--- config.mk ---
export PLATFORM = sky130hd
export DESIGN_NAME = rf_pulse_width_modulator
export DESIGN_NICKNAME = d
export VERILOG_FILES = /design/src/pwm_pkg.sv /design/src/pulse_divider.sv /design/src/rf_pulse_width_modulator.sv
export SDC_FILE = /design/constraint.sdc
export NUM_CORES = 1
export LEC_CHECK = 0
export BUFFER_PORTS_ARGS = -buffer_cell sky130_fd_sc_hd__buf_2
export CELL_PAD_IN_SITES_DETAIL_PLACEMENT = 1
export CELL_PAD_IN_SITES_GLOBAL_PLACEMENT = 1
export CORE_AREA = 4 4 245 247
export DETAILED_ROUTE_END_ITERATION = 10
export DIE_AREA = 0 0 249 251
export PLACE_DENSITY_LB_ADDON = 0.1
export SYNTH_ARGS = -nofsm -noshare
export SYNTH_HDL_FRONTEND = slang
export SYNTH_SLANG_ARGS = --single-unit
--- constraint.sdc ---
create_clock -name clock -period 7.7 [get_ports clock]
set_input_delay 1.54 -clock clock [delete_from_list [all_inputs] [get_ports clock]]
set_output_delay 1.54 -clock clock [all_outputs]
set_load 0.03 [all_outputs]
--- src/pwm_pkg.sv ---
// constants, register map and timing figures of the rf pulse width modulator
// Operation
// pulse rate is accepted from 1000 Hz up to 19800 Hz
// each period the rf output is on for the duty fraction, off otherwise
// least duty percent is ceil(rate in Hz times 50 us divided by 10000)
// a duty giving an on pulse under 50 us is refused, old value kept; code tests only R3, so duty 99 at 19800 Hz gives 499 cycles, 49.9 us
// host keeps rate and duty within limits; rate changes are not rechecked
// set duty accepts 0 to 100 percent and answers okay
// duty 100 keeps rf on permanently, there is no separate enable
// set rate takes rate plus one reserved argument and answers okay
// host always writes zero into the reserved rate argument
// settings readback order: channel, rate, reserved, mode, four reserved, extra, duty
// reported trigger mode reads 1 for free running
// host ignores every reserved readback field
// when enabled, external gate input gates the internal source instead; the code drives rf from the gate input alone, ignoring the internal pulse
// amplifier mode: external gate input marks pulses for power sampling
// in source mode power is sampled only while the rf pulse is on
// host is advised to use rates between 1 and 2 kHz
// period and on time come from counters, new values apply at period end
`default_nettype none
package pwm_pkg;

  // ************************************************************
  // clock and timing
  // ************************************************************
  localparam int unsigned CLK_HZ       = 10_000_000;
  localparam int unsigned MIN_PULSE_US = 50;
  localparam int unsigned PCT_SCALE    = 10_000;
  localparam int unsigned RATE_MIN_HZ  = 1000;
  localparam int unsigned RATE_MAX_HZ  = 19800;
  localparam int unsigned DUTY_FULL    = 100;

  // ************************************************************
  // reset values
  // ************************************************************
  localparam int unsigned RATE_RST      = 1000;
  localparam int unsigned DUTY_RST      = 50;
  localparam int unsigned PERIOD_RST    = CLK_HZ / RATE_RST;
  localparam int unsigned ON_RST        = PERIOD_RST * DUTY_RST / DUTY_FULL;
  localparam logic [7:0]  TRIG_FREE_RUN = 8'h01;
  localparam logic [7:0]  RSV_FILL      = 8'hff;

  // ************************************************************
  // register byte offsets
  // ************************************************************
  localparam logic [5:0] OFS_CHANNEL = 6'h00;
  localparam logic [5:0] OFS_RATE    = 6'h04;
  localparam logic [5:0] OFS_RATE_RS = 6'h08;
  localparam logic [5:0] OFS_MODE    = 6'h0c;
  localparam logic [5:0] OFS_RSV0    = 6'h10;
  localparam logic [5:0] OFS_RSV3    = 6'h1c;
  localparam logic [5:0] OFS_EXTRA   = 6'h20;
  localparam logic [5:0] OFS_DUTY    = 6'h24;
  localparam logic [5:0] OFS_CTRL    = 6'h28;
  localparam logic [5:0] OFS_STATUS  = 6'h2c;

  // ************************************************************
  // field positions
  // ************************************************************
  localparam int CTRL_SRC_GATE = 0;
  localparam int CTRL_AMP_GATE = 1;
  localparam int RATE_RSV_LSB  = 16;
  localparam int ST_RF_ON      = 0;
  localparam int ST_MEASURE    = 1;
  localparam int ST_DUTY_REJ   = 2;
  localparam int ST_RATE_REJ   = 3;
  localparam int ST_PENDING    = 4;

  localparam logic [1:0] RESP_OKAY   = 2'h0;
  localparam logic [1:0] RESP_SLVERR = 2'h2;

endpackage
`default_nettype wire

--- src/pulse_divider.sv ---
// iterative restoring unsigned divider, one quotient bit per clock
`timescale 1ns/1ps
`default_nettype none
module pulse_divider #(
  parameter int W = 32
) (
  input  wire logic         clock,
  input  wire logic         rstn,
  input  wire logic         start,
  input  wire logic [W-1:0] dividend,
  input  wire logic [W-1:0] divisor,
  output logic              done,
  output logic [W-1:0]      quotient
);

  logic [W-1:0]         rem_r;
  logic [$clog2(W+1)-1:0] cnt_r;
  logic [W:0]           remShift;

  assign remShift = {rem_r, quotient[W-1]};

  always_ff @(posedge clock or negedge rstn)
  begin
    if (!rstn)
    begin
      rem_r    <= '0;
      quotient <= '0;
      cnt_r    <= '0;
      done     <= 1'b0;
    end
    else
    begin
      done <= 1'b0;
      if (start)
      begin
        rem_r    <= '0;
        quotient <= dividend;
        cnt_r    <= ($clog2(W+1))'(W);
      end
      else if (cnt_r != '0)
      begin
        // divisor of zero yields all ones, callers never pass it
        if (remShift >= {1'b0, divisor})
        begin
          rem_r    <= W'(remShift - {1'b0, divisor});
          quotient <= {quotient[W-2:0], 1'b1};
        end
        else
        begin
          rem_r    <= remShift[W-1:0];
          quotient <= {quotient[W-2:0], 1'b0};
        end
        cnt_r <= cnt_r - 1'b1;
        done  <= (cnt_r == 1);
      end
    end
  end

endmodule
`default_nettype wire

--- src/rf_pulse_width_modulator.sv ---
// rf pulse width modulator with axi4-lite register access
`timescale 1ns/1ps
`default_nettype none
module rf_pulse_width_modulator #(
  parameter int         CW      = 24,
  parameter logic [7:0] CHANNEL = 8'h01
) (
  input  wire logic        clock,
  input  wire logic        rstn,
  input  wire logic [5:0]  s_axi_awaddr,
  input  wire logic        s_axi_awvalid,
  output logic             s_axi_awready,
  input  wire logic [31:0] s_axi_wdata,
  input  wire logic [3:0]  s_axi_wstrb,
  input  wire logic        s_axi_wvalid,
  output logic             s_axi_wready,
  output logic [1:0]       s_axi_bresp,
  output logic             s_axi_bvalid,
  input  wire logic        s_axi_bready,
  input  wire logic [5:0]  s_axi_araddr,
  input  wire logic        s_axi_arvalid,
  output logic             s_axi_arready,
  output logic [31:0]      s_axi_rdata,
  output logic [1:0]       s_axi_rresp,
  output logic             s_axi_rvalid,
  input  wire logic        s_axi_rready,
  input  wire logic        externalGateInput,
  output logic             rfEnable,
  output logic             measureEnable
);

  if (CW < 15 || CW > 25)
  begin : g_bad_width
    $error("CW must lie between 15 and 25");
  end

  typedef enum {SEQ_IDLE, SEQ_PERIOD, SEQ_ON} seq_t;

  // ************************************************************
  // bus write channel
  // ************************************************************
  logic        awHeld_r, wHeld_r, awHeld_nxt, wHeld_nxt, bvalid_nxt;
  logic [5:0]  awAddr_r;
  logic [31:0] wData_r, wrWord, mask;
  logic [3:0]  wStrb_r;
  logic        wrDo;

  assign wrDo       = awHeld_r && wHeld_r && !s_axi_bvalid;
  assign awHeld_nxt = wrDo ? 1'b0 : ((s_axi_awvalid && s_axi_awready) ? 1'b1 : awHeld_r);
  assign wHeld_nxt  = wrDo ? 1'b0 : ((s_axi_wvalid && s_axi_wready) ? 1'b1 : wHeld_r);
  assign bvalid_nxt = wrDo ? 1'b1 : (s_axi_bready ? 1'b0 : s_axi_bvalid);

  always_ff @(posedge clock or negedge rstn)
  begin
    if (!rstn)
    begin
      awHeld_r      <= 1'b0;
      wHeld_r       <= 1'b0;
      awAddr_r      <= '0;
      wData_r       <= '0;
      wStrb_r       <= '0;
      s_axi_awready <= 1'b0;
      s_axi_wready  <= 1'b0;
      s_axi_bvalid  <= 1'b0;
    end
    else
    begin
      if (s_axi_awvalid && s_axi_awready)
        awAddr_r <= s_axi_awaddr;
      if (s_axi_wvalid && s_axi_wready)
      begin
        wData_r <= s_axi_wdata;
        wStrb_r <= s_axi_wstrb;
      end
      awHeld_r      <= awHeld_nxt;
      wHeld_r       <= wHeld_nxt;
      s_axi_bvalid  <= bvalid_nxt;
      // one write in flight: channels close until the response is taken
      s_axi_awready <= !awHeld_nxt && !bvalid_nxt;
      s_axi_wready  <= !wHeld_nxt && !bvalid_nxt;
    end
  end

  // ************************************************************
  // settings registers
  // ************************************************************
  logic [14:0] rate_r;
  logic [15:0] rateRsv_r;
  logic [6:0]  dutyReq_r;
  logic        srcGate_r, ampGate_r, dutyRej_r, rateRej_r, calcReq_r;
  logic [31:0] curRate, curCtrl, curDuty;
  logic [31:0] newRate, newDuty;
  logic        rateOk, dutyOk, accepted, calcStart;

  genvar gb;
  for (gb = 0; gb < 4; gb++)
  begin : g_mask
    assign mask[gb*8 +: 8] = {8{wStrb_r[gb]}};
  end

  assign curRate = {rateRsv_r, 1'b0, rate_r};
  assign curDuty = {25'h0, dutyReq_r};
  assign curCtrl = {30'h0, ampGate_r, srcGate_r};
  assign wrWord  = wData_r & mask;
  assign newRate = (curRate & ~mask) | wrWord;
  assign newDuty = (curDuty & ~mask) | wrWord;
  assign rateOk  = newRate[15:0] >= 16'(pwm_pkg::RATE_MIN_HZ)
                && newRate[15:0] <= 16'(pwm_pkg::RATE_MAX_HZ);
  // duty*10000 >= rate*50 is the rounded-up least duty without a divider
  assign dutyOk  = newDuty <= pwm_pkg::DUTY_FULL
                && (newDuty == 0 || newDuty == pwm_pkg::DUTY_FULL
                 || newDuty * pwm_pkg::PCT_SCALE >= {17'h0, rate_r} * pwm_pkg::MIN_PULSE_US);
  assign accepted = wrDo && ((awAddr_r == pwm_pkg::OFS_RATE && rateOk)
                          || (awAddr_r == pwm_pkg::OFS_DUTY && dutyOk));

  always_ff @(posedge clock or negedge rstn)
  begin
    if (!rstn)
    begin
      rate_r      <= 15'(pwm_pkg::RATE_RST);
      rateRsv_r   <= '0;
      dutyReq_r   <= 7'(pwm_pkg::DUTY_RST);
      srcGate_r   <= 1'b0;
      ampGate_r   <= 1'b0;
      dutyRej_r   <= 1'b0;
      rateRej_r   <= 1'b0;
      s_axi_bresp <= pwm_pkg::RESP_OKAY;
    end
    else if (wrDo)
    begin
      s_axi_bresp <= pwm_pkg::RESP_OKAY;
      case (awAddr_r)
        pwm_pkg::OFS_RATE:
        begin
          rateRej_r <= !rateOk;
          if (rateOk)
          begin
            rate_r    <= newRate[14:0];
            rateRsv_r <= newRate[31:pwm_pkg::RATE_RSV_LSB];
          end
          else
            s_axi_bresp <= pwm_pkg::RESP_SLVERR;
        end
        pwm_pkg::OFS_DUTY:
        begin
          dutyRej_r <= !dutyOk;
          if (dutyOk)
            dutyReq_r <= newDuty[6:0];
          else
            s_axi_bresp <= pwm_pkg::RESP_SLVERR;
        end
        pwm_pkg::OFS_CTRL:
        begin
          srcGate_r <= newRateCtrl(curCtrl, wrWord, mask, pwm_pkg::CTRL_SRC_GATE);
          ampGate_r <= newRateCtrl(curCtrl, wrWord, mask, pwm_pkg::CTRL_AMP_GATE);
        end
        default:
          s_axi_bresp <= pwm_pkg::RESP_SLVERR;
      endcase
    end
  end

  function automatic logic newRateCtrl(input logic [31:0] cur, input logic [31:0] wr,
                                       input logic [31:0] m, input int pos);
    newRateCtrl = m[pos] ? wr[pos] : cur[pos];
  endfunction

  // a setting that lands while a calculation starts is not lost
  always_ff @(posedge clock or negedge rstn)
  begin
    if (!rstn)
      calcReq_r <= 1'b0;
    else if (accepted)
      calcReq_r <= 1'b1;
    else if (calcStart)
      calcReq_r <= 1'b0;
  end

  // ************************************************************
  // period and on-time calculation
  // ************************************************************
  seq_t        seq_r;
  logic        divStart_r, divDone;
  logic [31:0] divA_r, divB_r, divQ;
  logic [6:0]  dutySnap_r, dutyPend_r;
  logic [CW-1:0] periodPend_r, onPend_r;
  logic        pendValid_r;
  logic        wrap;

  assign calcStart = (seq_r == SEQ_IDLE) && calcReq_r;

  pulse_divider #(.W(32)) u_div (
    .clock    (clock),
    .rstn     (rstn),
    .start    (divStart_r),
    .dividend (divA_r),
    .divisor  (divB_r),
    .done     (divDone),
    .quotient (divQ)
  );

  always_ff @(posedge clock or negedge rstn)
  begin
    if (!rstn)
    begin
      seq_r        <= SEQ_IDLE;
      divStart_r   <= 1'b0;
      divA_r       <= '0;
      divB_r       <= '0;
      dutySnap_r   <= '0;
      dutyPend_r   <= '0;
      periodPend_r <= '0;
      onPend_r     <= '0;
    end
    else
    begin
      divStart_r <= 1'b0;
      case (seq_r)
        SEQ_IDLE:
          if (calcReq_r)
          begin
            divA_r     <= pwm_pkg::CLK_HZ;
            divB_r     <= {17'h0, rate_r};
            dutySnap_r <= dutyReq_r;
            divStart_r <= 1'b1;
            seq_r      <= SEQ_PERIOD;
          end
        SEQ_PERIOD:
          if (divDone)
          begin
            periodPend_r <= divQ[CW-1:0];
            divA_r       <= 32'(divQ[CW-1:0] * dutySnap_r);
            divB_r       <= pwm_pkg::DUTY_FULL;
            divStart_r   <= 1'b1;
            seq_r        <= SEQ_ON;
          end
        SEQ_ON:
          if (divDone)
          begin
            onPend_r   <= divQ[CW-1:0];
            dutyPend_r <= dutySnap_r;
            seq_r      <= SEQ_IDLE;
          end
        default:
          seq_r <= SEQ_IDLE;
      endcase
    end
  end

  // new results win over the load that consumes older ones; no load mid-calculation
  always_ff @(posedge clock or negedge rstn)
  begin
    if (!rstn)
      pendValid_r <= 1'b0;
    else if (seq_r == SEQ_ON && divDone)
      pendValid_r <= 1'b1;
    else if (wrap && seq_r == SEQ_IDLE)
      pendValid_r <= 1'b0;
  end

  // ************************************************************
  // period counter and rf gate
  // ************************************************************
  logic [CW-1:0] cnt_r, periodAct_r, onAct_r;
  logic [6:0]    dutyAct_r;
  logic          rfOn, gateSel;

  assign wrap    = cnt_r >= periodAct_r - 1'b1;
  assign rfOn    = (dutyAct_r == 7'(pwm_pkg::DUTY_FULL)) || (cnt_r < onAct_r);
  assign gateSel = srcGate_r || ampGate_r;

  always_ff @(posedge clock or negedge rstn)
  begin
    if (!rstn)
    begin
      cnt_r       <= '0;
      periodAct_r <= CW'(pwm_pkg::PERIOD_RST);
      onAct_r     <= CW'(pwm_pkg::ON_RST);
      dutyAct_r   <= 7'(pwm_pkg::DUTY_RST);
    end
    else if (wrap)
    begin
      cnt_r <= '0;
      // half-done calculation would pair a new period with an old on time
      if (pendValid_r && seq_r == SEQ_IDLE)
      begin
        periodAct_r <= periodPend_r;
        onAct_r     <= onPend_r;
        dutyAct_r   <= dutyPend_r;
      end
    end
    else
      cnt_r <= cnt_r + 1'b1;
  end

  always_ff @(posedge clock or negedge rstn)
  begin
    if (!rstn)
    begin
      rfEnable      <= 1'b0;
      measureEnable <= 1'b0;
    end
    else
    begin
      rfEnable      <= srcGate_r ? externalGateInput : rfOn;
      // sampling window follows the internal pulse, or the external gate input when either gate mode is set
      measureEnable <= gateSel ? externalGateInput : rfOn;
    end
  end

  // ************************************************************
  // bus read channel
  // ************************************************************
  logic [31:0] rdMux;
  logic        rdOk;

  always_comb
  begin
    rdMux = '0;
    rdOk  = 1'b1;
    case (s_axi_araddr)
      pwm_pkg::OFS_CHANNEL: rdMux = {24'h0, CHANNEL};
      pwm_pkg::OFS_RATE:    rdMux = {17'h0, rate_r};
      pwm_pkg::OFS_RATE_RS: rdMux = {16'h0, rateRsv_r};
      pwm_pkg::OFS_MODE:    rdMux = {24'h0, pwm_pkg::TRIG_FREE_RUN};
      pwm_pkg::OFS_EXTRA:   rdMux = '0;
      pwm_pkg::OFS_DUTY:    rdMux = {25'h0, dutyReq_r};
      pwm_pkg::OFS_CTRL:    rdMux = curCtrl;
      pwm_pkg::OFS_STATUS:
      begin
        rdMux[pwm_pkg::ST_RF_ON]    = rfEnable;
        rdMux[pwm_pkg::ST_MEASURE]  = measureEnable;
        rdMux[pwm_pkg::ST_DUTY_REJ] = dutyRej_r;
        rdMux[pwm_pkg::ST_RATE_REJ] = rateRej_r;
        rdMux[pwm_pkg::ST_PENDING]  = pendValid_r || calcReq_r || (seq_r != SEQ_IDLE);
      end
      default:
      begin
        if (s_axi_araddr >= pwm_pkg::OFS_RSV0 && s_axi_araddr <= pwm_pkg::OFS_RSV3
            && s_axi_araddr[1:0] == 2'h0)
          rdMux = {24'h0, pwm_pkg::RSV_FILL};
        else
          rdOk = 1'b0;
      end
    endcase
  end

  always_ff @(posedge clock or negedge rstn)
  begin
    if (!rstn)
    begin
      s_axi_rvalid  <= 1'b0;
      s_axi_arready <= 1'b0;
      s_axi_rdata   <= '0;
      s_axi_rresp   <= pwm_pkg::RESP_OKAY;
    end
    else if (s_axi_arvalid && s_axi_arready)
    begin
      s_axi_rvalid  <= 1'b1;
      s_axi_arready <= 1'b0;
      s_axi_rdata   <= rdMux;
      s_axi_rresp   <= rdOk ? pwm_pkg::RESP_OKAY : pwm_pkg::RESP_SLVERR;
    end
    else if (s_axi_rvalid && s_axi_rready)
    begin
      s_axi_rvalid  <= 1'b0;
      s_axi_arready <= 1'b1;
    end
    else if (!s_axi_rvalid)
      s_axi_arready <= 1'b1;
  end

  // ************************************************************
  // checks
  // ************************************************************
  AST_RATE_RANGE: assert property (@(posedge clock) disable iff (!rstn)
    rate_r >= 15'(pwm_pkg::RATE_MIN_HZ) && rate_r <= 15'(pwm_pkg::RATE_MAX_HZ))
    else $error("pulse rate outside its range");

  AST_ON_WINDOW: assert property (@(posedge clock) disable iff (!rstn)
    (!srcGate_r && cnt_r < onAct_r) |=> rfEnable)
    else $error("rf off inside the on window");

  AST_OFF_WINDOW: assert property (@(posedge clock) disable iff (!rstn)
    (!srcGate_r && cnt_r >= onAct_r && dutyAct_r != 7'd100) |=> !rfEnable)
    else $error("rf on outside the on window");

  AST_MIN_PULSE: assert property (@(posedge clock) disable iff (!rstn)
    (wrDo && awAddr_r == pwm_pkg::OFS_DUTY && !dutyOk)
      |=> $stable(dutyReq_r) && s_axi_bvalid && s_axi_bresp == pwm_pkg::RESP_SLVERR)
    else $error("short duty was not refused");

  AST_DUTY_OK: assert property (@(posedge clock) disable iff (!rstn)
    (wrDo && awAddr_r == pwm_pkg::OFS_DUTY && dutyOk && newDuty != 0 && newDuty != 100)
      |=> 32'(dutyReq_r) * 10000 >= 32'(rate_r) * 50)
    else $error("accepted duty below least duty");

  AST_FULL_ON: assert property (@(posedge clock) disable iff (!rstn)
    (dutyAct_r == 7'd100 && !srcGate_r) |=> rfEnable)
    else $error("full duty did not hold rf on");

  AST_EXT_GATE: assert property (@(posedge clock) disable iff (!rstn)
    srcGate_r |=> rfEnable == $past(externalGateInput))
    else $error("rf does not follow external gate");

  AST_AMP_SAMPLE: assert property (@(posedge clock) disable iff (!rstn)
    ampGate_r |=> measureEnable == $past(externalGateInput))
    else $error("sampling does not follow external gate");

  AST_SAMPLE_IN_PULSE: assert property (@(posedge clock) disable iff (!rstn)
    (!$past(ampGate_r) && measureEnable) |-> rfEnable)
    else $error("sampling outside the rf pulse");

  AST_BOUNDARY: assert property (@(posedge clock) disable iff (!rstn)
    !$stable(periodAct_r) || !$stable(onAct_r) |-> $past(wrap) && cnt_r == 0)
    else $error("timing changed inside a period");

  AST_MODE_READ: assert property (@(posedge clock) disable iff (!rstn)
    (s_axi_arvalid && s_axi_arready && s_axi_araddr == pwm_pkg::OFS_MODE)
      |=> s_axi_rvalid && s_axi_rdata == 32'h0000_0001)
    else $error("trigger mode not free running");

  AST_RATE_ANSWER: assert property (@(posedge clock) disable iff (!rstn)
    (wrDo && awAddr_r == pwm_pkg::OFS_RATE && rateOk)
      |=> s_axi_bvalid && s_axi_bresp == pwm_pkg::RESP_OKAY ##0 calcReq_r [*1])
    else $error("rate write not answered okay");

endmodule
`default_nettype wire

---- Yosys cells after proc, flatten, opt, wreduce, memory -nomap -nowiden ----
Cells that the tools add are included.
operators by class
  add/subtract/negate cells ............... 4
  equal/unequal tests ..................... 20
  mux-type cells .......................... 50
  bitwise gates (word level) .............. 6
  multiply operators ...................... 3
  div/mod/pow operators ................... 0
  $lt $le $gt $ge ......................... 9
  shift operators ......................... 0
  reductions and logical operators ........ 58
operator list
  kind                    number
  $mux 32                 12
  $pmux 32 s2             2
  $pmux 27 s4             1
  $logic_not 32->1        3
  $pmux 32 s3             1
  $and 32x32->32          2
  $or 32x32->32           2
  $eq 6x6->1 const B      6
  $pmux 5 s7              1
  $ge 33x32->1            1
  $and 7x32->32           1
  $eq 32x1->1 const B     1
  $eq 32x2->1 const B     1
  $eq 32x3->1 const B     1
  $eq 32x7->1 const B     1
  $ge 32x21->1            1
  $le 32x7->1 const B     1
  $mul 32x10->28 const B  1
  $not 32->32             1
  $reduce_bool 32->1      1
  $sub 32x32->32          1
  $mul 24x7->31           1
  $add 24x1->24 const B   1
  $ge 24x24->1            1
  34 further kinds        105
word-level totals
  bits in latches ......................... 0
  bits in read-only memories .............. 0
  flip-flop bits (word level) ............. 440
  output and inout bits ................... 43
  memories ................................ 0
  input bits .............................. 56
  memory bits (writable) .................. 0

---- Depth between registers and ports, before layout ----
  depth in word-level cells ............... 11
  depth in mapped cells ................... 30

---- By module ----
From an unflattened synthesis, not the netlist that was laid out.
second synthesis, totals
  cell total of the unflattened synthesis .. 3217
  area, all modules ....................... 30106.4 µm²
by module, submodules not included
  module                    instances  sequential area each (µm²)  cells each  area each (µm²)
  rf_pulse_width_modulator  1          7609.8                      2532        24534.8
  pulse_divider             1          1776.7                      685         5571.6

---- Worst setup path after synthesis ----
Ideal clock, no wire load.
  path kind ............................... register to register
  start ................................... register wStrb_r[0]
  end ..................................... register calcReq_r
  cell stages (with the launch flop) ...... 29
  slack ................................... 981 ps
  buffers on the path ..................... 2
  period minus slack after synthesis ...... 6719 ps
  library setup time ...................... 131 ps
  arrival ................................. 6588 ps
  path through ............................ dfrtp_1 -> buf_2 -> buf_1 -> mux2_2 -> inv_1 -> fa_1 -> inv_1 -> ha_1 -> inv_1 -> fa_1 -> inv_1 -> ha_1 -> inv_1 -> fa_1 -> inv_1 -> ha_1 -> nor3_1 -> nor4_1 -> a211oi_1 -> xnor2_1 -> ha_1 -> a2111oi_0 -> o311ai_1 -> or4_1 -> nor4_1 -> nand3_1 -> nor3_1 -> a221oi_4 -> or3_1
between the ends
  longest elaborated chain between the ends .. 11
ends and longest elaborated chain
  what                                              line                                                              source
  start: declaration                                rf_pulse_width_modulator.sv:45                                    logic [3:0] wStrb_r;
  start signal: assignment                          rf_pulse_width_modulator.sv:73                                    wStrb_r <= s_axi_wstrb;
  $not 32->32                                       rf_pulse_width_modulator.sv:106                                   assign newDuty = (curDuty & ~mask) | wrWord;
  $and 7x32->32                                     rf_pulse_width_modulator.sv:106
  $or 32x32->32 (*)                                 rf_pulse_width_modulator.sv:106
  via newDuty[5]                                    rf_pulse_width_modulator.sv:92                                    logic [31:0] newRate, newDuty;
  $mul 32x10->28 (tied with other cells)            rf_pulse_width_modulator.sv:112                                   || newDuty * pwm_pkg::PCT_SCALE >= {17'h0, rate_r} * pwm_pkg::MIN_PULSE_US);
  $ge 32x21->1 or $logic_or 1x1->1 (tied branches)  rf_pulse_width_modulator.sv:112, rf_pulse_width_modulator.sv:111
  $logic_or 1x1->1                                  rf_pulse_width_modulator.sv:112
  $logic_and 1x1->1 (*)                             rf_pulse_width_modulator.sv:111                                   && (newDuty == 0 || newDuty == pwm_pkg::DUTY_FULL
  $logic_and 1x1->1 (*)                             rf_pulse_width_modulator.sv:114                                   || (awAddr_r == pwm_pkg::OFS_DUTY && dutyOk));
  $logic_or 1x1->1 (*)                              rf_pulse_width_modulator.sv:114
  $logic_and 1x1->1 (*)                             rf_pulse_width_modulator.sv:113                                   assign accepted = wrDo && ((awAddr_r == pwm_pkg::OFS_RATE && rateOk)
  $mux 1 or $reduce_bool 2->1 (tied branches)       --
  end signal: assignment                            rf_pulse_width_modulator.sv:172                                   calcReq_r <= 1'b0;
  end signal: assignment                            rf_pulse_width_modulator.sv:174                                   calcReq_r <= 1'b1;
  end signal: assignment                            rf_pulse_width_modulator.sv:176                                   calcReq_r <= 1'b0;
  end: declaration                                  rf_pulse_width_modulator.sv:90                                    logic srcGate_r, ampGate_r, dutyRej_r, rateRej_r, calcReq_r;
Mark *: on every way through the listed nets, which the timed path passes. The rest lies on a longest branch.
A chain may end at the register's enable or synchronous reset.

---- Worst setup path in the final report ----
Ends and elaborated chain as after synthesis.

==> metrics.csv <==
metric;value;unit
outcome;finished clean;
share of Yosys cell area claimed by the top area cell type;0.308;
max-slew violations;0;
final setup TNS;0;ps
min Tclk post-route;7230;ps
Yosys cell types;85;
Die ar.;0.0625;mm2
Root Driver;clkbuf_16;
footprint of the multi-input gates;0.0174;mm2
antenna violations before repair;3;
clock skew;12.6;ps
fmax;138;MHz
Top FF cell, synth;dfrtp_1;
Setup Viol. Count Final;0;
initial core utilization;0.496;
leading area contributor after synthesis;dfrtp_1;
DR WL/cell;22.0;um
Place WS;424;ps
first-pass GRT wire length;135000;um
Max-slew headroom;0.184;
global route overflow;0;
Post-synth EDFFs;0;
GR Util All Layers;0.269;
worst slew pin tran;1220;ps
share of flip-flops with an asynchronous set or reset after synthesis;1.00;
placed insts;3713;
Routed Antenna Nets;0;
Post-Route WL;83600;um
FP Rows;88;
crit path capture type;flip-flop;
CP Launch Type;flip-flop;
DRC;0;
clk buf depth;3;
Worst Slack Setup Final;472;ps
clk_lat worst skew;590;ps
Iter 0 DRT Violations;1073;
Post-CTS Setup Bufs;0;
chip width;249;um
Num CTS Buffers;46;
hpwl dp;63300;um
Seq/Total Area, Yosys;0.328;
final hold vios;0;
die height;251;um
nets;3498;
RSZ-0062 raised after global routing;no;
Sequential Area;0.00939;mm2
Syn Inst Count;2960;
routed vias/inst;5.71;
gpl congestion;0.904;
fillcell total;6428;
worst min path class;reg2reg;
PortBufs;80;
core area;0.0576;mm2
I/O Pins;99;
worst setup path class;reg2reg;
hold_ws;471;ps
FF+latch count, synth;374;
Area contributors post-synth;dfrtp_1 (31%), ha_1 (12%), fa_1 (12%);
DRT Pass-1 Iters;7;
period utilization;0.939;
critical path required time;8160;ps
Area growth, synth to finish;9.52;%
Mean Syn Cell Area;9.65;um2
largest net degree at the start of global routing;165;
Critical Path AT;7690;ps
layout cells sized above 1;0.124;
Final Non-Filler Cells;3799;
CTS Sinks;374;
cell with the most instances after synthesis;nand2_1;
Mapped Area;0.0286;mm2
vias in the first global route;24022;
hold buffer count at cts;0;
TritonCTS clock tree;yes;
top cells by instance count after synthesis;nand2_1 (421), dfrtp_1 (352), inv_1 (339);
htree depth;2;
max cap viols;0;
CP Max Fanout;10;
CTS clk-pin slew, worst paths;60;ps
YS warnings;0;
vias after detailed routing;21691;
sequential cells by signal (all words and copies together) (netlist names), 2 cells and up, named ones only:
register,flops
wStrb_r,4
s_axi_rdata,16
periodPend_r,24
cnt_r,24
wData_r,32
rate_r,15
u_div.cnt_r,6
u_div.rem_r,32
divA_r,31
periodAct_r,24
dutySnap_r,7
dutyReq_r,7
u_div.quotient,32
seq_r,2
onPend_r,24
awAddr_r,6
onAct_r,24
dutyPend_r,7
dutyAct_r,7
divB_r,15
timing repair:
item | 4_1_cts | 5_1_grt
setup endpoints to repair | 0 | 7
hold endpoints to repair | 0 | 0
resized for setup | 0 | 2
placed cells by master, fill, tap and decap left out, types with 56 or more instances in the layout:
master,n
mux2_2,142
xor2_1,56
nand2_1,420
nor2_1,149
fa_1,171
o21ai_0,118
dfrtp_1,350
a21oi_1,95
xnor2_1,71
buf_2,79
ha_1,275
inv_1,339
area by class of cell:
type | instances | area share
Clock buffer | 59 | 0.0409
Tap cell | 765 | 0.0306
Multi-Input combinational cell | 2133 | 0.557
Sequential cell | 374 | 0.300
Antenna cell | 2 | 0.000160
Timing Repair Buffer | 102 | 0.0188
Inverter | 339 | 0.0407
Clock inverter | 25 | 0.0120
metal layers:
layer | track usage | routed length, um | vias to the layer above | share of wire
met3 | 0.0387 | 3630 | 113 | 0.043
met2 | 0.473 | 41600 | 391 | 0.50
met4 | 0.0643 | 1840 | 2 | 0.022
met1 | 0.353 | 36500 | 11164 | 0.44
li1 | - | - | 10021 | -
met5 | 0 | 11 | - | 0.00013
worst paths after layout:
check                                 start  slack (ps)                 end  cells past startpoint
max                              wStrb_r[0]         470           calcReq_r                     26
min                        periodPend_r[12]         470    periodPend_r[12]                      2
max reg2reg                      wStrb_r[0]         470           calcReq_r                     26
min reg2reg                periodPend_r[12]         470    periodPend_r[12]                      2
max in group asynchronous              rstn        5330  u_div.quotient[21]                      2
min in group asynchronous              rstn         890            cnt_r[7]                      1
critical path: stages, from the launching register on:
cell,delay [ps]
dfrtp_2,490
mux2_2,340
inv_1,160
fa_1,550
inv_1,40
ha_1,260
inv_1,50
fa_1,520
inv_1,40
ha_1,270
inv_1,50
fa_1,490
inv_1,40
ha_1,370
nor3_1,290
nor4_1,120
a211oi_1,380
xnor2_1,160
ha_1,220
a2111oi_0,320
o311ai_1,160
or4_1,430
nor4_1,240
nand3_1,190
nor3_2,310
a221oi_4,210
or3_1,400
stage by stage:
stage,util,cell area [um2]
after floorplan,-,28600
final,0.544,31300
after CTS,0.543,31300
after global placement,0.515,29600
after detailed placement,0.515,29600
after global routing,0.543,31300
logic make-up (layout without fill, tap and decap cells):
logic type,count (synthesis),in the layout,synth area share
buffers and inverters,470,525,0.0647
xor gates and xnor gates,127,127,0.0389
AOI/OAI and AO/OA,465,465,0.107
and+or+nand+nor,867,867,0.139
muxes,210,210,0.0817
DFF,374,374,0.328
adders and majority gates,446,446,0.240
other,1,20,0.000131
Power is not shown: default switching activity piles up to over one toggle a cycle in this logic, so the estimate is an artifact.
